==> config.mk <==
export PLATFORM = sky130hd
export DESIGN_NAME = processor_mode_status_control
export DESIGN_NICKNAME = d
export VERILOG_FILES = /design/src/logic/processor_mode_status_pkg.sv /design/src/logic/sat_unit.sv /design/src/logic/processor_mode_status_control.sv
export VERILOG_INCLUDE_DIRS = /design/src /design/src/logic
export SDC_FILE = /design/constraint.sdc
export NUM_CORES = 1
export LEC_CHECK = 0
export BUFFER_PORTS_ARGS = -buffer_cell sky130_fd_sc_hd__buf_2
export CAP_MARGIN = 25
export CORE_MARGIN = 2
export CORE_UTILIZATION = 50
export DETAILED_ROUTE_END_ITERATION = 10
export HOLD_SLACK_MARGIN = 0.1
export PLACE_DENSITY = 0.8
export SETUP_SLACK_MARGIN = 0.4
export SYNTH_ARGS = -nofsm -noshare
export SYNTH_HDL_FRONTEND = slang
export SYNTH_SLANG_ARGS = --single-unit
==> constraint.sdc <==
create_clock -name ref_clk -period 3.8 [get_ports ref_clk]
set_input_delay 0.57 -clock ref_clk [delete_from_list [all_inputs] [get_ports ref_clk]]
set_output_delay 0.57 -clock ref_clk [all_outputs]
set_load 0.005 [all_outputs]
==> src/logic/processor_mode_status_defs.svh <==
`ifndef PROCESSOR_MODE_STATUS_DEFS_SVH
`define PROCESSOR_MODE_STATUS_DEFS_SVH
`define PMS_OFFSET 8'h00
`define FX_OFFSET 8'h04
`define PMS_RESET_LOW7 7'h00
`define VPP_MSB 15
`define VPP_LSB 7
`define VPP_RESET 9'h1FF
`define ROM_BIT 6
`define RAM_OVERLAY_BIT 5
`define ADDRESS_VISIBILITY_BIT 4
`define DMAP_BIT 3
`define CLOCK_OUTPUT_OFF_BIT 2
`define MULTIPLY_SATURATION_BIT 1
`define SST_BIT 0
`define FX_OVM_BIT 0
`define FX_FRACTIONAL_MODE_BIT 1
`define FX_SWRST_BIT 2
`define PAGE0_TOP 16'h007F
`define RAM_OVERLAY_TOP 16'h7FFF
`define DMAP_LO 17'h18000
`define DMAP_HI 17'h1FFFF
`define CLK_DIV_HALF 4'h2
`endif

==> src/logic/processor_mode_status_pkg.sv <==
package processor_mode_status_pkg;
  typedef enum logic [1:0] {
    WR_IDLE = 2'b00,
    WR_RESP = 2'b01
  } wr_state_t;
  typedef enum logic [1:0] {
    RD_IDLE = 2'b00,
    RD_RESP = 2'b01
  } rd_state_t;
  typedef logic [8:0] vec_page_t;
endpackage

==> src/logic/sat_unit.sv <==
`timescale 1ns/1ps
`include "processor_mode_status_defs.svh"
// ****************************************
// Saturating arithmetic helpers
// ****************************************
module sat_unit (
  input wire logic [31:0] product,
  input wire logic [39:0] acc,
  input wire logic [5:0] shift,
  input wire logic mul_sat_en,
  input wire logic store_sat_en,
  output logic [31:0] product_out,
  output logic [15:0] store_out
);
  logic [39:0] shifted;
  always_comb begin
    // Only the full negative square overflows a fractional multiply.
    product_out = product;
    if (mul_sat_en && product == 32'h80000000) begin
      product_out = 32'h7FFFFFFF;
    end
  end
  always_comb begin
    shifted = acc <<< shift;
    store_out = shifted[15:0];
    // Saturation follows the shift so shifted-out bits are judged too.
    if (store_sat_en) begin
      if (!shifted[39] && shifted[38:15] != 24'h000000) begin
        store_out = 16'h7FFF;
      end else if (shifted[39] && shifted[38:15] != 24'hFFFFFF) begin
        store_out = 16'h8000;
      end
    end
  end
endmodule

==> src/logic/processor_mode_status_control.sv <==
`timescale 1ns/1ps
`include "processor_mode_status_defs.svh"
// Overview of operation
// - Bits 15 to 7 hold the 9-bit vector page pointer.
// - Hardware reset sets the pointer to all ones, reset vector at FF80h.
// - Software reset instruction leaves the pointer unchanged.
// - ROM mode bit 6 zero enables on-chip ROM, one disables it.
// - ROM mode bit loads from the mode pin at hardware reset only.
// - Software may freely set or clear the ROM mode bit afterwards.
// - Overlay bit 5 maps dual RAM into program space except page 0.
// - Visibility zero keeps the external address lines at the last external access address.
// - Visibility one drives the internal program address onto the pins.
// - Data map bit 3 maps dual RAM blocks four to seven into data space.
// - Clock output off bit 2 holds the clock output pin high.
// - Multiply saturation applies when overflow and fractional modes are set.
// - Store saturation clamps accumulator data after the shift.
// - Overlay RAM occupies data addresses 0080h to 7FFFh.
// - Data map RAM lives at program addresses 18000h to 1FFFFh.
module processor_mode_status_control
  import processor_mode_status_pkg::*;
(
  input wire logic ref_clk,
  input wire logic rst_n,
  input wire logic clk_en,
  input wire logic rom_mode_select,
  input wire logic [31:0] s_axi_awaddr,
  input wire logic s_axi_awvalid,
  output logic s_axi_awready,
  input wire logic [31:0] s_axi_wdata,
  input wire logic [3:0] s_axi_wstrb,
  input wire logic s_axi_wvalid,
  output logic s_axi_wready,
  output logic [1:0] s_axi_bresp,
  output logic s_axi_bvalid,
  input wire logic s_axi_bready,
  input wire logic [31:0] s_axi_araddr,
  input wire logic s_axi_arvalid,
  output logic s_axi_arready,
  output logic [31:0] s_axi_rdata,
  output logic [1:0] s_axi_rresp,
  output logic s_axi_rvalid,
  input wire logic s_axi_rready,
  input wire logic [22:0] prog_addr,
  input wire logic prog_ext_access,
  input wire logic [6:0] vector_offset,
  input wire logic [15:0] data_addr,
  input wire logic [31:0] product,
  input wire logic [39:0] acc,
  input wire logic [5:0] store_shift,
  output logic [22:0] ext_addr,
  output logic clock_output_pin,
  output logic [15:0] vector_fetch_addr,
  output logic rom_enable,
  output logic prog_ram_hit,
  output logic data_ram_hit,
  output logic [31:0] product_out,
  output logic [15:0] store_out
);
  import processor_mode_status_pkg::*;
  // ****************************************
  // Mode register
  // ****************************************
  logic [15:0] pms_q;
  logic [2:0] fx_q;
  logic rst_seen_q;
  logic [31:0] awaddr_q;
  logic [31:0] wdata_q;
  logic [3:0] wstrb_q;
  logic aw_have_q;
  logic w_have_q;
  wr_state_t wr_q;
  rd_state_t rd_q;
  logic do_write;
  logic [15:0] wmask;
  logic [15:0] pms_wr;
  logic soft_reset;
  logic aw_is_mode;
  logic aw_is_aux;
  logic pms_sel;
  logic aux_sel;

  // The whole address is decoded so that no alias of a register answers.
  assign aw_is_mode = awaddr_q == {24'h000000, `PMS_OFFSET};
  assign aw_is_aux = awaddr_q == {24'h000000, `FX_OFFSET};
  assign do_write = (wr_q == WR_IDLE) && aw_have_q && w_have_q;
  assign wmask = {{8{wstrb_q[1]}}, {8{wstrb_q[0]}}};
  assign pms_wr = (pms_q & ~wmask) | (wdata_q[15:0] & wmask);
  assign pms_sel = do_write && aw_is_mode;
  // Only byte lane 0 carries the auxiliary bits.
  assign aux_sel = do_write && aw_is_aux && wstrb_q[0];
  assign soft_reset = aux_sel && wdata_q[`FX_SWRST_BIT];

  // ****************************************
  // Reset strap capture
  // ****************************************
  always_ff @(posedge ref_clk) begin
    if (!rst_n) begin
      rst_seen_q <= 1'b0;
    end else if (clk_en) begin
      rst_seen_q <= 1'b1;
    end
  end

  // ****************************************
  // Mode register update
  // ****************************************
  logic [15:0] pms_d;
  always_comb begin
    pms_d = pms_q;
    if (!rst_seen_q) begin
      // The strap is caught on the first enabled edge after release. A bus write on
      // that same edge loses, so the pin level is taken exactly once per reset.
      pms_d[`ROM_BIT] = rom_mode_select;
    end else if (pms_sel) begin
      pms_d = pms_wr;
    end else if (soft_reset) begin
      // Soft reset clears the mode bits but keeps the pointer and ROM bit.
      pms_d[5:0] = 6'h00;
    end
  end

  always_ff @(posedge ref_clk) begin
    if (!rst_n) begin
      pms_q <= {`VPP_RESET, `PMS_RESET_LOW7};
    end else if (clk_en) begin
      pms_q <= pms_d;
    end
  end

  always_ff @(posedge ref_clk) begin
    if (!rst_n) begin
      fx_q <= 3'h0;
    end else if (clk_en && aux_sel) begin
      fx_q <= {1'b0, wdata_q[1:0]};
    end
  end

  // ****************************************
  // AXI4-Lite slave
  // ****************************************
  always_ff @(posedge ref_clk) begin
    if (!rst_n) begin
      aw_have_q <= 1'b0;
      w_have_q <= 1'b0;
      awaddr_q <= 32'h00000000;
      wdata_q <= 32'h00000000;
      wstrb_q <= 4'h0;
      s_axi_awready <= 1'b0;
      s_axi_wready <= 1'b0;
    end else if (clk_en) begin
      s_axi_awready <= !aw_have_q && !s_axi_awready && s_axi_awvalid;
      s_axi_wready <= !w_have_q && !s_axi_wready && s_axi_wvalid;
      if (s_axi_awvalid && s_axi_awready) begin
        aw_have_q <= 1'b1;
        awaddr_q <= s_axi_awaddr;
      end else if (do_write) begin
        aw_have_q <= 1'b0;
      end
      if (s_axi_wvalid && s_axi_wready) begin
        w_have_q <= 1'b1;
        wdata_q <= s_axi_wdata;
        wstrb_q <= s_axi_wstrb;
      end else if (do_write) begin
        w_have_q <= 1'b0;
      end
    end
  end

  // ****************************************
  // Write response channel
  // ****************************************
  always_ff @(posedge ref_clk) begin
    if (!rst_n) begin
      wr_q <= WR_IDLE;
      s_axi_bvalid <= 1'b0;
      s_axi_bresp <= 2'b00;
    end else if (clk_en) begin
      case (wr_q)
        WR_IDLE: begin
          if (do_write) begin
            s_axi_bvalid <= 1'b1;
            s_axi_bresp <= (aw_is_mode || aw_is_aux) ? 2'b00 : 2'b10;
            wr_q <= WR_RESP;
          end
        end
        WR_RESP: begin
          if (s_axi_bready) begin
            s_axi_bvalid <= 1'b0;
            wr_q <= WR_IDLE;
          end
        end
        default: wr_q <= WR_IDLE;
      endcase
    end
  end

  // ****************************************
  // Read channel
  // ****************************************
  logic [31:0] rdata_d;
  logic [1:0] rresp_d;
  always_comb begin
    rdata_d = 32'h00000000;
    rresp_d = 2'b00;
    if (s_axi_araddr == {24'h000000, `PMS_OFFSET}) begin
      rdata_d = {16'h0000, pms_q};
    end else if (s_axi_araddr == {24'h000000, `FX_OFFSET}) begin
      // The soft reset bit is a pulse and always reads back as zero.
      rdata_d = {29'h00000000, fx_q};
    end else begin
      rresp_d = 2'b10;
    end
  end

  always_ff @(posedge ref_clk) begin
    if (!rst_n) begin
      rd_q <= RD_IDLE;
      s_axi_arready <= 1'b0;
      s_axi_rvalid <= 1'b0;
      s_axi_rdata <= 32'h00000000;
      s_axi_rresp <= 2'b00;
    end else if (clk_en) begin
      s_axi_arready <= 1'b0;
      case (rd_q)
        RD_IDLE: begin
          if (s_axi_arvalid && !s_axi_arready) begin
            s_axi_arready <= 1'b1;
            s_axi_rvalid <= 1'b1;
            rd_q <= RD_RESP;
            s_axi_rresp <= rresp_d;
            s_axi_rdata <= rdata_d;
          end
        end
        RD_RESP: begin
          if (s_axi_rready) begin
            s_axi_rvalid <= 1'b0;
            rd_q <= RD_IDLE;
          end
        end
        default: rd_q <= RD_IDLE;
      endcase
    end
  end

  // ****************************************
  // Memory map decode
  // ****************************************
  logic ram_overlay_window;
  logic dmap_prog_window;
  logic data_low_window;
  logic data_high_window;
  logic prog_hit_d;
  logic data_hit_d;
  // Page 0 of data space never overlays, so the window starts just above it.
  assign ram_overlay_window = prog_addr[22:16] == 7'h00 && prog_addr[15:0] > `PAGE0_TOP &&
                       prog_addr[15:0] <= `RAM_OVERLAY_TOP;
  assign dmap_prog_window = prog_addr >= {6'h00, `DMAP_LO} &&
                            prog_addr <= {6'h00, `DMAP_HI};
  assign data_low_window = data_addr > `PAGE0_TOP && data_addr <= `RAM_OVERLAY_TOP;
  assign data_high_window = data_addr > `RAM_OVERLAY_TOP;
  assign prog_hit_d = (pms_q[`RAM_OVERLAY_BIT] && ram_overlay_window) || dmap_prog_window;
  assign data_hit_d = data_low_window || (pms_q[`DMAP_BIT] && data_high_window);

  always_ff @(posedge ref_clk) begin
    if (!rst_n) begin
      vector_fetch_addr <= 16'hFF80;
      rom_enable <= 1'b0;
      prog_ram_hit <= 1'b0;
      data_ram_hit <= 1'b0;
    end else if (clk_en) begin
      vector_fetch_addr <= {pms_q[`VPP_MSB:`VPP_LSB], vector_offset};
      rom_enable <= !pms_q[`ROM_BIT];
      prog_ram_hit <= prog_hit_d;
      data_ram_hit <= data_hit_d;
    end
  end

  // ****************************************
  // External address pins
  // ****************************************
  logic [22:0] ext_addr_d;
  always_comb begin
    // Without visibility the pins only move for real external accesses, so a
    // trace probe sees a quiet bus while code runs from on-chip memory.
    ext_addr_d = ext_addr;
    if (pms_q[`ADDRESS_VISIBILITY_BIT] || prog_ext_access) begin
      ext_addr_d = prog_addr;
    end
  end

  always_ff @(posedge ref_clk) begin
    if (!rst_n) begin
      ext_addr <= 23'h000000;
    end else if (clk_en) begin
      ext_addr <= ext_addr_d;
    end
  end

  // ****************************************
  // Clock output pin
  // ****************************************
  // The divider keeps counting while the pin is held, so turning it back on
  // resumes at the running phase instead of restarting it.
  logic [3:0] div_q;
  logic clk_ph_q;
  always_ff @(posedge ref_clk) begin
    if (!rst_n) begin
      div_q <= 4'h0;
      clk_ph_q <= 1'b0;
      clock_output_pin <= 1'b1;
    end else if (clk_en) begin
      if (div_q == `CLK_DIV_HALF - 4'h1) begin
        div_q <= 4'h0;
        clk_ph_q <= !clk_ph_q;
      end else begin
        div_q <= div_q + 4'h1;
      end
      clock_output_pin <= pms_q[`CLOCK_OUTPUT_OFF_BIT] ? 1'b1 : clk_ph_q;
    end
  end

  // ****************************************
  // Saturation
  // ****************************************
  logic [31:0] prod_c;
  logic [15:0] store_c;
  sat_unit u_sat (
    .product(product),
    .acc(acc),
    .shift(store_shift),
    .mul_sat_en(pms_q[`MULTIPLY_SATURATION_BIT] && fx_q[`FX_OVM_BIT] && fx_q[`FX_FRACTIONAL_MODE_BIT]),
    .store_sat_en(pms_q[`SST_BIT]),
    .product_out(prod_c),
    .store_out(store_c)
  );
  always_ff @(posedge ref_clk) begin
    if (!rst_n) begin
      product_out <= 32'h00000000;
      store_out <= 16'h0000;
    end else if (clk_en) begin
      product_out <= prod_c;
      store_out <= store_c;
    end
  end
endmodule

# Word-level counts from Yosys, hierarchy flattened
# Index checks and enable logic that the tools add are counted.
# word_totals
out_inout_bits	132
wordCells	150
register_bits	212
# op_classes
muxes	32
reduce_logical	63
magnitude_cmp	7
eq_ne	12
shift	1
add_sub_neg	1
bitwise	4
# op_table
cell	count
32-bit by 3-bit equality test with 1-bit output (second input constant)	2
32-bit logical NOT	2
16-bit two-way mux	4
40-bit by 6-bit <<< shifter with 40-bit output	1
16-bit bitwise AND	2
32-bit equality test (second input constant)	1
16-bit by 7-bit > comparator with 1-bit output (second input constant)	2
16-bit by 15-bit <= comparator with 1-bit output (second input constant)	2
32-bit two-way mux	1
1-bit logical AND	25
24-bit != test (second input constant)	1
24-bit nonzero test	1
23-bit by 17-bit >= comparator with 1-bit output (second input constant)	1
23-bit by 17-bit <= comparator with 1-bit output (second input constant)	1
3-bit AND reduction	6
16-bit by 15-bit > comparator with 1-bit output (second input constant)	1
2-bit two-way mux	8
16-bit inverter	1
16-bit bitwise OR	1
2-bit AND reduction	7
1-bit two-way mux	12
6-bit two-way mux	2
2-bit nonzero test	5
1-bit logical NOT	8
other kinds (12)	23

# Longest topological paths before layout
# depth
word_depth	8
depth_mapped	17
depth_no_buf	9

# Modules after synthesis
# A second synthesis with hierarchy kept.
# unflattened
cells_unflattened	1186
area_unflattened_um2	10284.9
# modules_own_cells
module	area_each_um2	instances	cells_per_inst
processor_mode_status_control	7026.7	1	776
sat_unit	3258.1	1	410

# Worst setup path before layout
# Ideal clock, no wire load.
# synth_timing
kind	input port to flip-flop
start	input port store_shift[1]
end	register store_out[10]
t_required_ps	3678
setup_time_ps	122
setup_slack_ps	490
stages	14
arrival_time_ps	3189
path_cell_list	buf_6 -> buf_12 -> buf_2 -> buf_2 -> mux4_2 -> mux2_2 -> a22oi_1 -> nand3_1 -> nor3_1 -> nand2_1 -> nor4_2 -> or2b_4 -> buf_12 -> a21oi_2
# synth_via
elab_chain_len	6
word_cells_on_any_way	9
cone_classes	eq/ne: 1; shift: 1; mux: 3; reduce/logical: 4
# synth_lines
element	line_no	rtl
start, declared	processor_mode_status_control.sv:49	input wire logic [5:0] store_shift,
40-bit by 6-bit <<< shifter with 40-bit output (*)	sat_unit.sv:24	shifted = acc <<< shift;
24-bit != test	sat_unit.sv:30	end else if (shifted[39] && shifted[38:15] != 24'hFFFFFF) begin
1-bit logical AND	sat_unit.sv:30	
16-bit two-way mux	sat_unit.sv:30	
16-bit two-way mux	sat_unit.sv:28	if (!shifted[39] && shifted[38:15] != 24'h000000) begin
16-bit two-way mux (*)	sat_unit.sv:27	if (store_sat_en) begin
end signal, assigned	processor_mode_status_control.sv:342	store_out <= store_c;
end, declared	processor_mode_status_control.sv:57	output logic [15:0] store_out
# Mark *: on every way between the ends. The rest lies on a longest branch, timed or not.
# A chain may end at the register's enable or synchronous reset.

# Final worst setup path
# layout_timing
start	input port store_shift[1]
end	register store_out[13]
# The elaborated chain is that of the path after synthesis.

==> flow_summary.json <==
{
  "status": "completed",
  "layout_min_cycle_time_ps": 3298,
  "synth_fa_ha_area_share_pct": 0,
  "postCtsSetupRepairBufs": 0,
  "synth-xor-area-share_pct": 0.3333,
  "start_util_pct": 50.47,
  "synth_top_area_share_pct": 36.19,
  "synth_top_family_by_area": "simple AND/OR/NAND/NOR gates",
  "required_ps": 4110,
  "path_clk_slew_ps": 80,
  "drive_above_1_share_pct": 36.82,
  "async_flop_share_pct": 0,
  "stdcell_area_um2": 13220,
  "via_per_inst": 5.911,
  "gp_congestion": 0.9711,
  "fin_ws_ps": 501.9,
  "worstSetupStartpoint": "store_shift[1]",
  "dr.pass1.iters": 6,
  "dp_hpwl_mm": 25.80,
  "finalNetCount": 1723,
  "maxCapViolCount": 0,
  "stdcell_count": 1780,
  "cp_max_fo": 18,
  "critPathCaptureType": "flip-flop",
  "final_max_slew_viol_count": 0,
  "avgRoutedWirePerCell_um": 19.31,
  "cts_buffer_depth": 2,
  "yosysWarnings": 0,
  "critical_path_buf_inv_count": 2,
  "final_hold_viol_count": 0,
  "placedCellCount": 1743,
  "yosysUniqueCellTypes": 79,
  "leakage_nw": 5.650,
  "min-delay-start": "s_axi_awaddr[13]",
  "whs_ps": 363.5,
  "rows": 53,
  "coreArea_um2": 20820,
  "setup_viol": 0,
  "synth_area_um2": 10510,
  "vdd_ir_drop_max_mv": 0.2794,
  "cp_slowest_cell": "a222oi_1",
  "io_buffers": 322,
  "drt_wl_total_mm": 34.37,
  "cts-buffers-inserted": 17,
  "cp_data_arrival_time_ps": 3610,
  "cp_top_family": "simple AND/OR/NAND/NOR gates",
  "synth-simple-area-share_pct": 19.31,
  "synth_area_leaders": "dfxtp_1 36%, mux4_2 10%, nand2_1 8.1%, mux2i_1 6.2%, o221a_2 3.4%",
  "grt_max_degree": 72,
  "crit_chain": "buf_6 > buf_4 > mux4_2 > a222oi_1 > o22ai_1 > or4_1 > nand4bb_1 > nor4_4 > or2b_2 > a21oi_2",
  "fin_tns_setup_ps": 0,
  "synth_edf_count": 0,
  "placedInstanceArea_um2": 12560,
  "hold_class": "primary input to flip-flop",
  "worstMarginPinSlew_ps": 761.4,
  "fin_crit_sh_pct": 86.79,
  "htreeDepth": 4,
  "crit_path_max_incr_delay_ps": 570,
  "fin_util_pct": 63.49,
  "critPathKind": "primary input to flip-flop",
  "fmax_mhz": 303.2,
  "grtUsageTotal_pct": 29.14,
  "clk_latency_ps": 440,
  "grt_pass1_vias": 9552,
  "dp_slack_ps": 10.18,
  "grt_pass1_wl_mm": 51.21,
  "drc_errors": 0,
  "avgSynthCellArea_um2": 8.983,
  "start_kind": "primary input",
  "die_area_um2": 22200,
  "synth_top_cell_by_area": "dfxtp_1",
  "ys_ff_latch": 190,
  "timing.slew.headroom_pct": 49.10,
  "power.density_nw_per_um2": 367.0,
  "rsz0062_at_grt": "false",
  "cts_sinks": 190,
  "synth_compound_area_share_pct": 19.10,
  "r2r-start": "awaddr_q[23]$_SDFFE_PN0P_",
  "power_mw": 4.851,
  "ys_seq_area_share_pct": 36.19,
  "first_iter_violations": 905,
  "dieHeight_um": 149.0,
  "synth_most_common_cell": "nand2_1",
  "root_buffer": "clkbuf_16",
  "skew_ps": 16.22,
  "ys_top_cells_by_count": "228 x nand2_1, 190 x dfxtp_1, 68 x a21oi_1, 65 x clkbuf_1, 65 x mux2i_1",
  "ant_nets": 0,
  "via_count": 10520,
  "cts_hold_buf": 0,
  "synth_cells": 1170,
  "synthMuxAreaShare_pct": 19.01,
  "gr-total-overflow": 0,
  "grt_antenna_before_repair": 4,
  "tritoncts": "built",
  "io_pins": 366,
  "fp.dieW_um": 149.0,
  "area_growth_pct": 25.79,
  "synth_ff_type": "dfxtp_1"
}
[tightest hold or removal path: cells and delay by family]
family                 cells  cell delay, ps
AO/OA/AOI/OAI              1              50
buffers and inverters      1              90
AND/OR/NAND/NOR            1              40
[final timing paths]
check                               end  slack (ps)  depth (start not counted)
max reg2reg                   flip-flop        1240                          6
min reg2reg     wdata_q[3]$_SDFFE_PN0P_         460                          2
max          store_out[13]$_SDFFE_PN0P_         500                         10
min           awaddr_q[13]$_SDFFE_PN0P_         360                          3
[cell type report]
| type | count | area, um^2 |
|---|---|---|
| multi-input cells | 875 | 6168 |
| clock buffers | 18 | 439.2 |
| flip-flops and latches | 190 | 3804 |
| clock inverters | 14 | 166.4 |
| diodes | 3 | 7.507 |
| inverters | 11 | 41.29 |
| well taps | 275 | 344.1 |
| repair buffers | 394 | 2250 |
| fillers | 1735 | 7602 |
[where the power goes]
part           switching (mW)  internal [mW]
clock network           0.900          0.906
logic                   0.506          0.445
registers              0.0383           2.06
[per-layer routing]
layer	GRT usage, %	share of wire, %	vias to the layer above
met5	0	0	-
met4	10.29	3.1	0
met3	6.758	9.0	74
met2	47.72	47	548
met1	37.86	41	4963
li1	-	-	4937
[logic make-up after synthesis]
logic type | after synthesis
and+or+nand+nor | 436
AOI/OAI and AO/OA | 280
DFF | 190
muxes | 136
buffers and inverters | 123
xor gates and xnor gates | 4
other | 1
[cell usage in the layout, fill, tap and decap left out, drive strengths merged, types with 29 or more instances in the layout]
cell type,count
mux4,48
a21boi,29
buf,394
o221a,32
a21oi,78
o21ai,39
mux2i,65
nor2,57
dfxtp,190
nand2,228
[what timing repair did]
item,4_1_cts,5_1_grt
endpoints found under the hold margin,0,0
endpoints found under the setup margin,0,16
gates resized for setup,0,5
[flip-flops by register name (all words and copies together), names as in the netlist, 2 cells and up, named ones only]
| register | count |
|---|---|
| s_axi_rdata | 16 |
| wstrb_q | 2 |
| div_q | 4 |
| pms_q | 6 |
| wdata_q | 16 |
| product_out | 32 |
| vector_fetch_addr | 16 |
| ext_addr | 23 |
| awaddr_q | 32 |
| fx_q | 2 |
| store_out | 16 |
Note: power is estimated with default switching activity, not from simulation.
